File: config.mk
export PLATFORM = sky130hd
export DESIGN_NAME = eqc_error_queue
export DESIGN_NICKNAME = d
export VERILOG_FILES = /design/src/rtl/eqc_error_queue.v
export VERILOG_INCLUDE_DIRS = /design/src /design/src/rtl
export SDC_FILE = /design/constraint.sdc
export NUM_CORES = 1
export LEC_CHECK = 0
export BUFFER_PORTS_ARGS = -buffer_cell sky130_fd_sc_hd__buf_2
export CAP_MARGIN = 0
export CORE_MARGIN = 2
export CORE_UTILIZATION = 45
export DETAILED_ROUTE_END_ITERATION = 8
export PLACE_DENSITY = 0.68
export SKIP_CTS_REPAIR_TIMING = 1
export SLEW_MARGIN = 20
export SYNTH_ARGS = -nofsm -noshare
export SYNTH_HDL_FRONTEND = slang
export SYNTH_SLANG_ARGS = --single-unit
File: constraint.sdc
create_clock -name i_mclk -period 9.3 [get_ports i_mclk]
set_clock_uncertainty 0.1 [all_clocks]
set_input_delay 0.465 -clock i_mclk [delete_from_list [all_inputs] [get_ports i_mclk]]
set_output_delay 0.465 -clock i_mclk [all_outputs]
set_load 0.02 [all_outputs]
File: src/rtl/eqc_regs.vh
/*
 * Constants of the error queue classifier: register offsets, queue
 * geometry, status bit positions and the signed 16-bit error codes.
 * Assumes an includer that uses these names as plain `define macros.
 */
`ifndef EQC_REGS_VH
`define EQC_REGS_VH

// Register offsets on the 3-bit register port.
`define EQC_ADDR_W 3
`define EQC_OFS_POP 3'h0
`define EQC_OFS_COUNT 3'h1
`define EQC_OFS_EVT_STATUS 3'h2
`define EQC_OFS_STATUS_CLEAR 3'h3
`define EQC_OFS_LIMIT_LO 3'h4
`define EQC_OFS_LIMIT_HI 3'h5

// Queue geometry: entry width, depth, pointer and count widths.
`define EQC_DATA_W 16
`define EQC_DEPTH 8
`define EQC_PTR_W 3
`define EQC_CNT_W 4

// Event status bit positions.
`define EQC_ESR_W 8
`define EQC_ESR_QUERY 2
`define EQC_ESR_DEVICE 3
`define EQC_ESR_EXEC 4
`define EQC_ESR_CMD 5

// Reset values.
`define EQC_RST_ESR 8'h00
`define EQC_RST_LIMIT_LO 16'h8000
`define EQC_RST_LIMIT_HI 16'h7FFF

// Special codes: no error and queue overflow (-350).
`define EQC_CODE_NONE 16'h0000
`define EQC_CODE_OVERFLOW 16'hFEA2

// Parser codes: -100 -102 -108 -109 -110 -113 -121 -140 -150 -151.
`define EQC_SYN_N 10
`define EQC_CODE_CMD 16'hFF9C
`define EQC_CODE_SYNTAX 16'hFF9A
`define EQC_CODE_PARM_EXTRA 16'hFF94
`define EQC_CODE_PARM_MISS 16'hFF93
`define EQC_CODE_HDR 16'hFF92
`define EQC_CODE_HDR_UNDEF 16'hFF8F
`define EQC_CODE_NUM_CHAR 16'hFF87
`define EQC_CODE_CHAR_DATA 16'hFF74
`define EQC_CODE_STR_DATA 16'hFF6A
`define EQC_CODE_STR_BAD 16'hFF69

// Execution codes: -200 -203 -220, and -222 for a value out of range.
`define EQC_EXE_N 3
`define EQC_CODE_EXEC 16'hFF38
`define EQC_CODE_PROTECTED 16'hFF35
`define EQC_CODE_PARAM 16'hFF24
`define EQC_CODE_RANGE 16'hFF22

// Class bounds: -199 -100, -299 -200, -399 -300, -499 -400.
`define EQC_CMD_LO 16'hFF39
`define EQC_CMD_HI 16'hFF9C
`define EQC_EXE_LO 16'hFED5
`define EQC_EXE_HI 16'hFF38
`define EQC_DEV_LO 16'hFE71
`define EQC_DEV_HI 16'hFED4
`define EQC_QRY_LO 16'hFE0D
`define EQC_QRY_HI 16'hFE70

`endif

File: src/rtl/eqc_error_queue.v
/*
 * Error queue with event classification. Error sources push signed
 * 16-bit codes into a first-in first-out queue; the host pops them
 * over a plain register port and reads the event status bits.
 * Assumes all inputs come from logic on i_mclk, so none is
 * synchronised, and that the master never strobes read and write at
 * once.
 */
// The register addresses and the strobed register port were decided locally.
`timescale 1ns/10ps
`include "eqc_regs.vh"

// Behaviour
// - Detected codes queued, read back in order.
// - Full queue: newest entry becomes -350.
// - Empty queue read returns 0.
// - Clear-status command empties queue at once, keeping only a code pushed in that same cycle.
// - Reading last entry leaves queue cleared.
// - Codes -199..-100 set status bit 5.
// - Codes -299..-200 set status bit 4.
// - Range check uses final, rounded value.
// - Parser queues -100 and -102.
// - Parser queues -108 and -109.
// - Parser queues -110 and -113.
// - Parser queues -121 for bad numeric character.
// - Parser queues -140, -150 and -151.
// - Execution queues -200 and -203.
// - Execution queues -220 for data element fault.
// - Device-specific codes set status bit 3.
// - Codes -499..-400 set status bit 2.
module eqc_error_queue (
    input wire i_mclk,
    input wire i_rst_b,
    input wire [`EQC_ADDR_W-1:0] i_addr,
    input wire [`EQC_DATA_W-1:0] i_wdata,
    input wire i_wr,
    input wire i_rd,
    output reg [`EQC_DATA_W-1:0] o_rdata,
    input wire i_cls,
    input wire [`EQC_SYN_N-1:0] i_syn_evt,
    input wire [`EQC_EXE_N-1:0] i_exe_evt,
    input wire i_dev_valid,
    input wire [`EQC_DATA_W-1:0] i_dev_code,
    input wire i_chk_valid,
    input wire [`EQC_DATA_W-1:0] i_chk_value,
    output wire [`EQC_CNT_W-1:0] o_count,
    output wire o_empty,
    output wire [`EQC_ESR_W-1:0] o_esr
);

    localparam DEPTH = `EQC_DEPTH;
    localparam [31:0] DEPTH_W = `EQC_DEPTH;
    localparam [31:0] LAST_W = `EQC_DEPTH - 1;
    localparam [`EQC_CNT_W-1:0] FULL_CNT = DEPTH_W[`EQC_CNT_W-1:0];
    localparam [`EQC_PTR_W-1:0] LAST_PTR = LAST_W[`EQC_PTR_W-1:0];

    ////////////////////////////////////////////////////////////////////

    // Parser event index to code.
    function [`EQC_DATA_W-1:0] syn_code;
        input [3:0] idx;
        begin
            case (idx)
                4'h0: syn_code = `EQC_CODE_CMD;
                4'h1: syn_code = `EQC_CODE_SYNTAX;
                4'h2: syn_code = `EQC_CODE_PARM_EXTRA;
                4'h3: syn_code = `EQC_CODE_PARM_MISS;
                4'h4: syn_code = `EQC_CODE_HDR;
                4'h5: syn_code = `EQC_CODE_HDR_UNDEF;
                4'h6: syn_code = `EQC_CODE_NUM_CHAR;
                4'h7: syn_code = `EQC_CODE_CHAR_DATA;
                4'h8: syn_code = `EQC_CODE_STR_DATA;
                4'h9: syn_code = `EQC_CODE_STR_BAD;
                default: syn_code = `EQC_CODE_CMD;
            endcase
        end
    endfunction

    // Execution event index to code.
    function [`EQC_DATA_W-1:0] exe_code;
        input [1:0] idx;
        begin
            case (idx)
                2'h0: exe_code = `EQC_CODE_EXEC;
                2'h1: exe_code = `EQC_CODE_PROTECTED;
                2'h2: exe_code = `EQC_CODE_PARAM;
                default: exe_code = `EQC_CODE_EXEC;
            endcase
        end
    endfunction

    // Signed inclusive range test, used by every class decode.
    function in_range;
        input [`EQC_DATA_W-1:0] code;
        input [`EQC_DATA_W-1:0] lo;
        input [`EQC_DATA_W-1:0] hi;
        begin
            in_range = ($signed(code) >= $signed(lo)) && ($signed(code) <= $signed(hi));
        end
    endfunction

    // Status bits that a stored code raises.
    function [`EQC_ESR_W-1:0] esr_class;
        input [`EQC_DATA_W-1:0] code;
        begin
            esr_class = `EQC_RST_ESR;
            esr_class[`EQC_ESR_CMD] = in_range(code, `EQC_CMD_LO, `EQC_CMD_HI);
            esr_class[`EQC_ESR_EXEC] = in_range(code, `EQC_EXE_LO, `EQC_EXE_HI);
            esr_class[`EQC_ESR_DEVICE] = in_range(code, `EQC_DEV_LO, `EQC_DEV_HI)
                || ($signed(code) > $signed(`EQC_CODE_NONE));
            esr_class[`EQC_ESR_QUERY] = in_range(code, `EQC_QRY_LO, `EQC_QRY_HI);
        end
    endfunction

    // Pointer step with wrap, so the depth need not be a power of two.
    function [`EQC_PTR_W-1:0] ptr_inc;
        input [`EQC_PTR_W-1:0] p;
        begin
            ptr_inc = (p == LAST_PTR) ? {`EQC_PTR_W{1'b0}} : p + 1'b1;
        end
    endfunction

    function [`EQC_PTR_W-1:0] ptr_dec;
        input [`EQC_PTR_W-1:0] p;
        begin
            ptr_dec = (p == {`EQC_PTR_W{1'b0}}) ? LAST_PTR : p - 1'b1;
        end
    endfunction

    ////////////////////////////////////////////////////////////////////

    reg [`EQC_DATA_W-1:0] mem [0:DEPTH-1];
    reg [`EQC_PTR_W-1:0] wr_ptr;
    reg [`EQC_PTR_W-1:0] rd_ptr;
    reg [`EQC_CNT_W-1:0] count;
    reg [`EQC_ESR_W-1:0] esr;
    reg [`EQC_DATA_W-1:0] limit_lo;
    reg [`EQC_DATA_W-1:0] limit_hi;
    reg [`EQC_DATA_W-1:0] next_code;
    reg next_push;
    reg [3:0] syn_sel;
    reg [1:0] exe_sel;
    reg range_fault;
    integer k;

    wire queue_empty = (count == {`EQC_CNT_W{1'b0}});
    wire pop = i_rd && (i_addr == `EQC_OFS_POP) && !queue_empty;
    wire clear = i_cls || (i_wr && (i_addr == `EQC_OFS_STATUS_CLEAR));
    wire esr_read = i_rd && (i_addr == `EQC_OFS_EVT_STATUS);
    // A pop or a clear in the same cycle frees a slot, so a full queue still takes the code.
    wire store_new = next_push && ((count != FULL_CNT) || pop || clear);
    wire overflow = next_push && !store_new;

    assign o_count = count;
    assign o_empty = queue_empty;
    assign o_esr = esr;

    // final value check
    // The value arrives already rounded and evaluated; only the bounds are checked here.
    always @* begin
        range_fault = i_chk_valid
            && !in_range(i_chk_value, limit_lo, limit_hi);
    end

    // Lowest event index wins; scanning downward leaves it selected last.
    always @* begin
        syn_sel = 4'h0;
        exe_sel = 2'h0;
        for (k = `EQC_SYN_N - 1; k >= 0; k = k - 1) begin
            if (i_syn_evt[k]) begin
                syn_sel = k[3:0];
            end
        end
        for (k = `EQC_EXE_N - 1; k >= 0; k = k - 1) begin
            if (i_exe_evt[k]) begin
                exe_sel = k[1:0];
            end
        end
    end

    // One code per cycle: device input, then parser, then execution, then range check.
    // Lower sources in the same cycle are dropped, so sources must not collide.
    always @* begin
        next_push = 1'b1;
        next_code = `EQC_CODE_NONE;
        if (i_dev_valid) begin
            next_code = i_dev_code;
        end else if (|i_syn_evt) begin
            next_code = syn_code(syn_sel);
        end else if (|i_exe_evt) begin
            next_code = exe_code(exe_sel);
        end else if (range_fault) begin
            next_code = `EQC_CODE_RANGE;
        end else begin
            next_push = 1'b0;
        end
    end

    ////////////////////////////////////////////////////////////////////

    // Entry storage has no reset; reads of unwritten slots are masked by the count.
    always @(posedge i_mclk) begin
        if (clear) begin
            if (next_push) begin
                mem[0] <= next_code;
            end
        end else if (store_new) begin
            mem[wr_ptr] <= next_code;
        end else if (overflow) begin
            mem[ptr_dec(wr_ptr)] <= `EQC_CODE_OVERFLOW;
        end
    end

    // Pointers and fill count. A clear keeps a code that lands in its own cycle.
    always @(posedge i_mclk or negedge i_rst_b) begin
        if (!i_rst_b) begin
            wr_ptr <= {`EQC_PTR_W{1'b0}};
            rd_ptr <= {`EQC_PTR_W{1'b0}};
            count <= {`EQC_CNT_W{1'b0}};
        end else if (clear) begin
            rd_ptr <= {`EQC_PTR_W{1'b0}};
            wr_ptr <= next_push ? ptr_inc({`EQC_PTR_W{1'b0}}) : {`EQC_PTR_W{1'b0}};
            count <= next_push ? {{(`EQC_CNT_W-1){1'b0}}, 1'b1} : {`EQC_CNT_W{1'b0}};
        end else if (pop && (count == {{(`EQC_CNT_W-1){1'b0}}, 1'b1}) && !store_new) begin
            rd_ptr <= {`EQC_PTR_W{1'b0}};
            wr_ptr <= {`EQC_PTR_W{1'b0}};
            count <= {`EQC_CNT_W{1'b0}};
        end else begin
            if (store_new) begin
                wr_ptr <= ptr_inc(wr_ptr);
            end
            if (pop) begin
                rd_ptr <= ptr_inc(rd_ptr);
            end
            if (store_new && !pop) begin
                count <= count + 1'b1;
            end else if (pop && !store_new) begin
                count <= count - 1'b1;
            end
        end
    end

    // Event status: cleared by reading it or by clear-status, but a class
    // raised in that same cycle still lands so no error goes unreported.
    always @(posedge i_mclk or negedge i_rst_b) begin
        if (!i_rst_b) begin
            esr <= `EQC_RST_ESR;
        end else begin
            esr <= ((clear || esr_read) ? `EQC_RST_ESR : esr)
                | (store_new ? esr_class(next_code) : `EQC_RST_ESR)
                | (overflow ? esr_class(`EQC_CODE_OVERFLOW) : `EQC_RST_ESR);
        end
    end

    // Software range limits for the execution value check.
    always @(posedge i_mclk or negedge i_rst_b) begin
        if (!i_rst_b) begin
            limit_lo <= `EQC_RST_LIMIT_LO;
            limit_hi <= `EQC_RST_LIMIT_HI;
        end else if (i_wr) begin
            if (i_addr == `EQC_OFS_LIMIT_LO) begin
                limit_lo <= i_wdata;
            end
            if (i_addr == `EQC_OFS_LIMIT_HI) begin
                limit_hi <= i_wdata;
            end
        end
    end

    ////////////////////////////////////////////////////////////////////

    // Read data stand for the one cycle after the strobe, zero otherwise.
    always @(posedge i_mclk or negedge i_rst_b) begin
        if (!i_rst_b) begin
            o_rdata <= `EQC_CODE_NONE;
        end else if (i_rd) begin
            case (i_addr)
                `EQC_OFS_POP: begin
                    o_rdata <= queue_empty ? `EQC_CODE_NONE : mem[rd_ptr];
                end
                `EQC_OFS_COUNT: begin
                    o_rdata <= {{(`EQC_DATA_W-`EQC_CNT_W){1'b0}}, count};
                end
                `EQC_OFS_EVT_STATUS: begin
                    o_rdata <= {{(`EQC_DATA_W-`EQC_ESR_W){1'b0}}, esr};
                end
                `EQC_OFS_LIMIT_LO: begin
                    o_rdata <= limit_lo;
                end
                `EQC_OFS_LIMIT_HI: begin
                    o_rdata <= limit_hi;
                end
                default: begin
                    o_rdata <= `EQC_CODE_NONE;
                end
            endcase
        end else begin
            o_rdata <= `EQC_CODE_NONE;
        end
    end

endmodule

==> results of run 1 <==
[where the power goes]
group          total (mW)  switching, mW  leakage (nW)  internal, mW
clock               0.756          0.345         0.300         0.411
combinational       0.610          0.338          2.06         0.272
sequential           1.10         0.0822          1.91          1.01
total                2.46          0.765          4.27          1.70
[worst min-delay path by stage]
| stage | start | end | slack, ns | cells after the start |
|---|---|---|---|---|
| global placement | limit_lo[15] | limit_lo[15] | 0.41 | 2 |
| CTS | i_rst_b | limit_lo[3] | 0.12 | 2 |
| finish | i_rst_b | limit_lo[3] | 0.09 | 2 |
| floorplan | i_rst_b | limit_hi[15] | 0.07 | 0 |
| global route | i_wdata[8] | limit_lo[8] | 0.14 | 3 |
| detailed placement | limit_lo[15] | limit_lo[15] | 0.42 | 2 |
[layout make-up]
cell class / instances / share of cell area [%]
clock buffers: 17 / 3.863
flip-flops and latches: 190 / 49.19
inverters: 45 / 1.534
repair buffers: 102 / 4.794
clock inverters: 15 / 1.750
multi-input cells: 476 / 35.74
well taps: 275 / 3.124
[cells in the final DEF (no fill, tap or decap), types with 5 or more instances in the layout]
cell type / netlist / layout
or2_2: 7 / 7
nand2b_1: 6 / 6
o21ai_0: 33 / 33
buf_4: 5 / 7
nor3_4: 0 / 5
nor3_1: 13 / 5
nor2b_1: 9 / 9
a31oi_1: 8 / 8
o22a_1: 12 / 12
o211ai_1: 6 / 6
nor2_1: 61 / 61
inv_1: 45 / 45
mux2_2: 25 / 25
clkbuf_16: 0 / 17
buf_2: 3 / 95
nand3_1: 9 / 9
mux2i_1: 27 / 27
inv_8: 0 / 5
dfstp_2: 16 / 16
a21oi_1: 31 / 31
mux4_2: 32 / 32
edfxtp_1: 128 / 128
dfrtp_1: 46 / 44
nor4_1: 6 / 6
nand2_1: 55 / 55
nand4_1: 9 / 9
ha_1: 48 / 48
[through the flow]
stage / power, mW / util (%) / instance area [um2] / cells / hold slack [ns]
2_1_floorplan: 1.515 / - / 9584 / 744 / 0.06941
3_3_place_gp: 1.718 / 49.58 / 10390 / 1088 / 0.4148
3_5_place_dp: 1.724 / 49.58 / 10390 / 1088 / 0.4195
4_1_cts: 2.477 / 52.53 / 11010 / 1120 / 0.1188
5_1_grt: 2.582 / 52.56 / 11010 / 1120 / 0.1443
6_report: 2.460 / 52.56 / 11010 / 1120 / 0.09184
[flip-flops by register name, indices dropped and copies added (netlist names)]
name and count:
limit_hi 16, rd_ptr 3, o_count 4, o_esr 4, limit_lo 16, wr_ptr 3, o_rdata 16, mem 128
[metal layers]
metal  wire, um  vias to the layer above  track usage (%)  share of wire (%)
met5          0                        -                0                  0
met4        343                        0            6.085                1.5
met3       1299                       24            4.329                5.8
met2      11070                      213            34.86                 49
met1       9850                     3208            27.76                 44
li1           -                     2985                -                  -
[cells by family (layout without fill, tap and decap cells)]
| kind of cell | count (synthesis) | after routing |
|---|---|---|
| muxes | 84 | 84 |
| and+or+nand+nor | 196 | 196 |
| buffers and inverters | 78 | 179 |
| xor gates and xnor gates | 3 | 3 |
| adders and majority gates | 48 | 48 |
| DFF | 190 | 190 |
| other | 1 | 4 |
| AOI/OAI and AO/OA | 141 | 141 |
==> impl_metrics.py, run 1 <==
metrics = {
    "status": {
        "outcome": "finished clean",
    },
    "setup_path": {
        "critPathLaunch": "limit_lo[15]",
        "r2r_cells": 14,
        "crit_family": "simple AND/OR/NAND/NOR gates",
        "crit_buf_inv": 2,
        "crit_required_ns": 9.51,
        "cp-endpoint": "o_count[3]",
        "crit_type": "reg -> reg",
        "crit_arrival_ns": 4.63,
        "cp_slowest_cell": "mux2i_1",
        "worst-path-stages": 14,
        "r2r_slack_ns": 4.88,
        "crit_fanout": 8,
        "cp_cell_sequence": "inv_1 -> ha_1 -> nand4_1 -> a2111o_1 -> o211ai_1 -> mux2i_1 -> nand3_1 -> nand2_1 -> inv_1 -> ha_1 -> or4_1 -> a21oi_1 -> xnor2_1 -> nor2_1",
        "critPathMaxStageDelay_ns": 0.55,
        "crit_path_end_kind": "flop",
        "start_kind": "flop",
        "r2r-start": "limit_lo[15]",
        "timing.rr.end": "o_count[3]",
    },
    "synth": {
        "ys_ff_latch": 190,
        "ys_seq_area_share_pct": 56.57,
        "synthMuxAreaShare_pct": 13.29,
        "yosysTopAreaCell": "edfxtp_1",
        "synth-xor-area-share_pct": 0.2745,
        "netlist_area_um2": 9573,
        "synth.top_cell.area_share_pct": 40.15,
        "synthCells": 741,
        "synthFlopType": "edfxtp_1",
        "synth_edf_count": 128,
        "synth_top_family_by_area": "multiplexers",
        "yosys.area_share.simple_pct": 10.08,
        "yosysMostFrequentCell": "edfxtp_1",
        "synth_compound_area_share_pct": 10.18,
        "synthAdderAreaFrac_pct": 6.274,
        "synth.distinct_cells": 72,
        "ys_warn_count": 0,
        "ys_top_cells_by_count": "128 x edfxtp_1, 61 x nor2_1, 55 x nand2_1",
        "synth.avg_cell_area_um2": 12.92,
        "ys_async_sr_fraction_pct": 32.63,
        "synth.area.top_cells": "edfxtp_1 40%, dfrtp_1 12%, mux4_2 7.5%, ha_1 6.3%, dfstp_2 4.4%",
    },
    "worst_hold_path": {
        "hp-class": "in -> async",
    },
    "cells_and_area": {
        "drive_gt1_share_pct": 28.28,
        "area_growth_pct": 15.04,
        "seq_area_um2": 5418,
        "multiInputGateArea_um2": 3936,
        "diodes": 0,
        "fillers": 1774,
        "nets": 951,
    },
    "clock_tree": {
        "cts_tree": "yes",
        "cts_max_path_buffers": 2,
        "clkLatencyLatePin_ns": 0.44,
        "path_clk_slew_ns": 0.08,
        "htreeDepth": 4,
        "clock_sinks": 190,
        "root_buffer": "clkbuf_16",
        "cts_inserted_buffers": 17,
    },
    "sta": {
        "setup_violations": 0,
        "fmax_mhz": 226.3,
        "slew_headroom_pct": 27.86,
        "setup_tns_ns": 0,
        "finalCriticalPeriod_ns": 4.419,
        "fin_crit_sh_pct": 47.51,
        "maxSlewViolCount": 0,
        "hold_violations": 0,
        "rsz0062_at_grt": "no",
        "timing.final.ws_setup_ns": 4.881,
        "worst_slew_pin_slew_ns": 1.076,
    },
    "floorplan": {
        "fp.dieH_um": 149.9,
        "core-area_um2": 20960,
        "dieArea_um2": 22460,
        "io_pins": 100,
        "row_count": 53,
        "chipWidth_um": 149.9,
        "initial_core_util_pct": 45.68,
    },
    "place": {
        "port_buffers": 95,
        "gp_congestion": 0.9637,
        "hpwl_um": 16070,
        "dpl_worst_slack_ns": 4.916,
    },
    "routing": {
        "wl_per_cell_um": 20.14,
        "vias": 6430,
        "drc_errors": 0,
        "dr.pass1.iters": 5,
        "first_iter_violations": 409,
        "post_drt_via_cell_ratio": 5.741,
        "antenna_left": 0,
        "wl_um": 22560,
    },
    "global_routing": {
        "grt_pass1_vias": 6454,
        "antenna_found_initial": 0,
        "grt_pass1_wl_um": 35240,
        "grt_max_degree": 63,
        "grt-ovfl-total": 0,
        "grt_usage_pct": 20.91,
    },
    "pwr": {
        "peakVddDrop_uv": 125.5,
        "power_density_nw_per_um2": 223.4,
        "p_leak_nw": 4.273,
    },
    "run": {
        "drv_cap": 0,
    },
}
Note: power is estimated with default switching activity, not from simulation.
==> inputs of run 2 (changes only) <==
==> constraint.sdc (replaced) <==
create_clock -name i_mclk -period 4.2 [get_ports i_mclk]
set_clock_uncertainty 0.1 [all_clocks]
set_input_delay 0.21 -clock i_mclk [delete_from_list [all_inputs] [get_ports i_mclk]]
set_output_delay 0.21 -clock i_mclk [all_outputs]
set_load 0.02 [all_outputs]
==> run 2 against run 1 <==
Effect of this change:
- global-route usage decreased by 0.10 points
- hold slack better by 0.018 ns
- cell area grew 1.9%
- first-iteration DRC count rose by 7.6%
- maximum frequency is 15% higher
- die area stayed put
- count of clock-buffer cells in the layout is 1 higher
- critical path depth did not move
- final cell count up 2.7%
- sequential power rose by 120%
- combinational power increased by 120%
- utilization is 0.99 points higher
- largest power group unchanged
- highest routed layer unchanged
==> impl_metrics.py, run 2 (synthesis gave the netlist of run 1 again) <==
metrics = {
    "sta": {
        "slew_headroom_pct": 29.79,
        "maxSlewViolCount": 0,
        "fin_crit_sh_pct": 91.80,
        "hold_violations": 0,
        "hold_slack_ns": 0.1100,
        "finalCriticalPeriod_ns": 3.856,
        "setup_violations": 0,
        "worst_slew_pin_slew_ns": 1.048,
        "rsz0062_at_grt": "no",
        "fmax_mhz": 259.4,
    },
    "clock_tree": {
        "cts_inserted_buffers": 17,
        "root_buffer": "clkbuf_16",
        "cts_tree": "yes",
        "cts_max_path_buffers": 2,
        "path_clk_slew_ns": 0.07,
        "clock_sinks": 190,
        "htreeDepth": 4,
        "clkLatencyLatePin_ns": 0.43,
    },
    "worst_hold_path": {
        "hp-class": "in -> reg",
    },
    "setup_path": {
        "start_kind": "flop",
        "crit_required_ns": 4.40,
        "crit_type": "reg -> reg",
        "crit_arrival_ns": 4.06,
        "crit_path_end_kind": "flop",
        "crit_fanout": 5,
    },
    "routing": {
        "drc_errors": 0,
        "wl_um": 22510,
        "post_drt_via_cell_ratio": 5.623,
        "dr.pass1.iters": 5,
        "antenna_left": 0,
        "first_iter_violations": 440,
        "vias": 6467,
        "wl_per_cell_um": 19.58,
    },
    "cells_and_area": {
        "final_common_cell": "edfxtp_1",
        "area_growth_pct": 17.21,
        "mostFrequentLayoutCells": "128 x edfxtp_1, 95 x buf_2, 61 x nor2_1, 55 x nand2_1, 48 x ha_1",
        "nets": 980,
        "fin_util_pct": 53.55,
        "regMostFlops": "mem",
        "stdcell_count": 1150,
        "drive_gt1_share_pct": 28.38,
        "final_area_um2": 11220,
        "fillers": 1764,
        "largest_reg_flops": 128,
    },
    "floorplan": {
        "fp.dieH_um": 149.9,
        "dieArea_um2": 22460,
        "row_count": 53,
        "initial_core_util_pct": 45.68,
        "core-area_um2": 20960,
        "io_pins": 100,
        "chipWidth_um": 149.9,
    },
    "global_routing": {
        "met1_usage_pct": 27.90,
        "grt-ovfl-total": 0,
        "grt_busiest_layer": "met2",
        "grt_usage_pct": 20.81,
        "grt_pass1_vias": 6342,
        "grt_use_met3_pct": 4.421,
        "met2_usage_pct": 34.13,
        "grt_max_degree": 43,
        "grt_pass1_wl_um": 35090,
        "antenna_found_initial": 0,
    },
    "place": {
        "gp_congestion": 0.9055,
        "dp.cells": 1100,
        "dpl-instance-area_um2": 10450,
        "port_buffers": 95,
        "hpwl_um": 16140,
    },
    "status": {
        "outcome": "finished clean",
    },
    "pwr": {
        "power_density_nw_per_um2": 481.5,
        "p_leak_nw": 4.377,
        "peakVddDrop_uv": 315.0,
    },
    "run": {
        "drv_cap": 0,
    },
}
run 2: cell count changes in the layout (fill, tap and decap cells not counted), sizes merged:
| cell | change |
|---|---|
| clkinv | +1 |
| buf | +12 |
| inv | -1 |
| clkinvlp | -1 |
| diode | +1 |
| dlygate4sd3 | +17 |
| clkbuf | +1 |
run 2: worst max-delay path: stages (launching register included):
cell and delay, ns:
dfstp_2 0.53, inv_1 0.04, ha_1 0.33, nand4_1 0.20, a2111o_1 0.42, o211ai_1 0.16, mux2i_1 0.53, nand3_1 0.16
nand2_1 0.11, inv_1 0.11, ha_1 0.25, or4_1 0.41, a21oi_1 0.19, xnor2_1 0.13, nor2_1 0.05
run 2: stage by stage:
| stage | setup WS (ns) | TNS, ns | total power [mW] |
|---|---|---|---|
| 6_report | 0.3442 | 0 | 5.403 |
| 3_3_place_gp | 0.4284 | 0 | 3.797 |
| 2_1_floorplan | -0.2337 | -17.79 | 3.357 |
| 5_1_grt | 0.07543 | 0 | 5.671 |
| 4_1_cts | 0.3231 | 0 | 5.438 |
| 3_5_place_dp | 0.3396 | 0 | 3.808 |
run 2: routing by layer:
layer  routed length [um]  share of wire [%]  up-vias
met4                  399                1.8        0
li1                     -                  -     3046
met3                 1440                6.4       28
met2                11020                 49      207
met1                 9648                 43     3186
met5                    0                  0        -
run 2: path summary, 6_finish.rpt:
check	startpoint	endpoint	slack (ns)	depth (start not counted)
max	limit_lo[15]	o_count[3]	0.34	14
min	i_rd	rd_ptr[2]	0.11	4
max reg2reg	limit_lo[15]	o_count[3]	0.34	14
min reg2reg	limit_lo[15]	limit_lo[15]	0.43	2
max in group asynchronous	i_rst_b	limit_hi[7]	2.90	3
min in group asynchronous	i_rst_b	o_count[3]	0.18	2
run 2: power breakdown:
group / internal, mW / switching, mW / total (mW)
registers: 2.24 / 0.192 / 2.43
clock network: 0.900 / 0.729 / 1.63
logic: 0.617 / 0.723 / 1.34
run 2: final cells by class:
cell class | instances | area, um2 | share of cell area [%]
clock inverter | 14 | 171.4 | 1.528
inverter | 45 | 168.9 | 1.505
sequential | 190 | 5418 | 48.28
multi-input combinational | 476 | 3899 | 34.75
clock buffer | 18 | 429.2 | 3.825
timing repair buffer | 131 | 788.3 | 7.025
antenna | 1 | 2.502 | 0.02230
tap | 275 | 344.1 | 3.066
==> inputs of run 3 (changes only) <==
--- a/config.mk
+++ b/config.mk
@@ -11,6 +11,7 @@
 export CORE_MARGIN = 2
 export CORE_UTILIZATION = 45
 export DETAILED_ROUTE_END_ITERATION = 8
+export GPL_TIMING_DRIVEN = 0
 export PLACE_DENSITY = 0.68
 export SKIP_CTS_REPAIR_TIMING = 1
 export SLEW_MARGIN = 20
==> constraint.sdc (replaced) <==
create_clock -name i_mclk -period 4.2 [get_ports i_mclk]
set_clock_uncertainty 0.1 [all_clocks]
set_input_delay 1.26 -clock i_mclk [delete_from_list [all_inputs] [get_ports i_mclk]]
set_output_delay 1.26 -clock i_mclk [all_outputs]
set_load 0.02 [all_outputs]
==> run 3 against run 2 <==
Effect of this change:
- the run now ends with setup timing left
- hold slack better by 0.31 ns
- combinational power up 13%
- first-iteration DRC count grew 33%
- global-route usage is 1.2 points higher
- sequential share of layout area shrank 0.71 points
- maximum frequency shrank 12%
- register-to-register slack worse by 0.15 ns
- final cell count grew 0.87%
- wire length increased by 4.4%
- largest cell class unchanged
- largest power group unchanged
==> impl_metrics.py, run 3 (synthesis gave the netlist of run 1 again) <==
metrics = {
    "status": {
        "outcome": "finished with violations",
        "violations": "setup timing",
    },
    "cells_and_area": {
        "largest_reg_flops": 128,
        "drive_gt1_share_pct": 29.60,
        "fillers": 1760,
        "mostFrequentLayoutCells": "128 x edfxtp_1, 97 x buf_2, 59 x nor2_1, 54 x nand2_1, 48 x ha_1",
        "stdcell_count": 1160,
        "diodes": 0,
        "area_growth_pct": 18.90,
        "nets": 991,
        "final_common_cell": "edfxtp_1",
        "regMostFlops": "mem",
    },
    "sta": {
        "hold_violations": 0,
        "fmax_mhz": 228.6,
        "setup_violations": 1,
        "slew_headroom_pct": 34.14,
        "worst_slew_pin_slew_ns": 0.9879,
        "timing.final.ws_setup_ns": -0.1736,
        "rsz0062_at_grt": "yes",
        "maxSlewViolCount": 0,
        "setup_tns_ns": -0.1736,
        "fin_crit_sh_pct": 104.1,
        "finalCriticalPeriod_ns": 4.374,
    },
    "routing": {
        "vias": 6702,
        "antenna_left": 0,
        "dr.pass1.iters": 7,
        "post_drt_via_cell_ratio": 5.778,
        "wl_per_cell_um": 20.25,
        "wl_um": 23490,
        "drc_errors": 0,
        "first_iter_violations": 586,
    },
    "pwr": {
        "finalPower_mw": 5.483,
        "p_leak_nw": 4.402,
        "power_density_nw_per_um2": 481.8,
        "peakVddDrop_uv": 265.4,
    },
    "setup_path": {
        "crit_required_ns": 4.42,
        "crit_type": "in -> reg",
        "crit_path_end_kind": "flop",
        "crit_arrival_ns": 4.59,
        "r2r_cells": 14,
        "timing.rr.end": "o_count[3]",
        "crit_fanout": 8,
        "start_kind": "input port",
        "r2r-start": "limit_hi[13]",
        "r2r_slack_ns": 0.19,
    },
    "clock_tree": {
        "cts_inserted_buffers": 17,
        "htreeDepth": 4,
        "cts_tree": "yes",
        "clkLatencyLatePin_ns": 0.44,
        "clock_sinks": 190,
        "root_buffer": "clkbuf_16",
        "cts_max_path_buffers": 2,
        "path_clk_slew_ns": 0.08,
    },
    "global_routing": {
        "antenna_found_initial": 1,
        "grt_pass1_wl_um": 36830,
        "grt_usage_pct": 21.97,
        "grt_max_degree": 53,
        "grt_pass1_vias": 6648,
        "grt-ovfl-total": 0,
    },
    "floorplan": {
        "initial_core_util_pct": 45.68,
        "core-area_um2": 20960,
        "dieArea_um2": 22460,
        "chipWidth_um": 149.9,
        "io_pins": 100,
        "row_count": 53,
        "fp.dieH_um": 149.9,
    },
    "run": {
        "drv_cap": 0,
    },
    "place": {
        "dp.cells": 1123,
        "port_buffers": 95,
        "gp_congestion": 0.9398,
        "hpwl_um": 17640,
    },
    "worst_hold_path": {
        "holdPathStages": 2,
        "whs_endpoint": "limit_lo[15]",
        "hp-class": "reg -> reg",
        "min-delay-start": "limit_lo[15]",
    },
}
==> run 3: changes by cell type in the layout (fill, tap and decap cells not counted), sizes merged <==
cell / before / now
buf: 114 / 124
bufinv: 2 / 0
dlygate4sd3: 17 / 0
clkinv: 4 / 7
diode: 1 / 0
clkbuf: 18 / 35
==> run 3: power by group <==
group          switching (mW)  internal, mW
registers               0.109          2.24
logic                   0.873         0.647
clock network           0.803         0.810
==> run 3: routing by layer <==
metal | vias up | routed length (um) | GRT usage, %
li1 | 3075 | - | -
met1 | 3339 | 9896 | 29.16
met2 | 257 | 11680 | 37.03
met3 | 29 | 1632 | 4.421
met4 | 2 | 270 | 5.755
met5 | - | 13 | 0
==> run 3: worst max path at each step <==
stage | end | slack, ns | cells past startpoint | startpoint
after floorplan | mem[6][0] | -0.44 | 7 | i_addr[0]
after global placement | mem[7][3] | -2.16 | 8 | i_addr[0]
after detailed placement | o_count[3] | -1.29 | 14 | i_chk_value[15]
after CTS | o_count[3] | -0.82 | 14 | i_chk_value[15]
after global routing | o_count[3] | -0.30 | 14 | i_chk_value[15]
final | o_count[3] | -0.17 | 14 | i_chk_value[13]
==> run 3: layout make-up <==
| type | count | area, um2 | area share (%) |
|---|---|---|---|
| plain buffers | 32 | 142.6 | 1.253 |
| clock buffers | 17 | 425.4 | 3.737 |
| clock inverters | 15 | 182.7 | 1.605 |
| inverters | 45 | 168.9 | 1.484 |
| multi-input cells | 476 | 4033 | 35.43 |
| flip-flops and latches | 190 | 5415 | 47.58 |
| well taps | 275 | 344.1 | 3.023 |
| repair buffers | 110 | 670.6 | 5.892 |
==> run 3: critical path, stage by stage <==
cell,delay [ns]
buf_2,0.12
ha_1,0.30
a21o_1,0.18
a2111o_1,0.40
a2111o_1,0.48
a31oi_4,0.31
nand3_4,0.20
nand2_4,0.15
inv_1,0.12
ha_1,0.26
or4_1,0.42
a21oi_1,0.19
xnor2_1,0.13
nor2_1,0.05
==> run 3: through the flow <==
step | hold WS [ns] | cell area [um2] | setup slack [ns] | util (%)
3_3_place_gp | 0.4111 | 10450 | -2.156 | 49.85
5_1_grt | 0.4791 | 11380 | -0.3045 | 54.32
3_5_place_dp | 0.4073 | 10600 | -1.294 | 50.59
2_1_floorplan | 0.3864 | 9627 | -0.4364 | -
4_1_cts | 0.4212 | 11210 | -0.8236 | 53.49
6_report | 0.4219 | 11380 | -0.1736 | 54.32
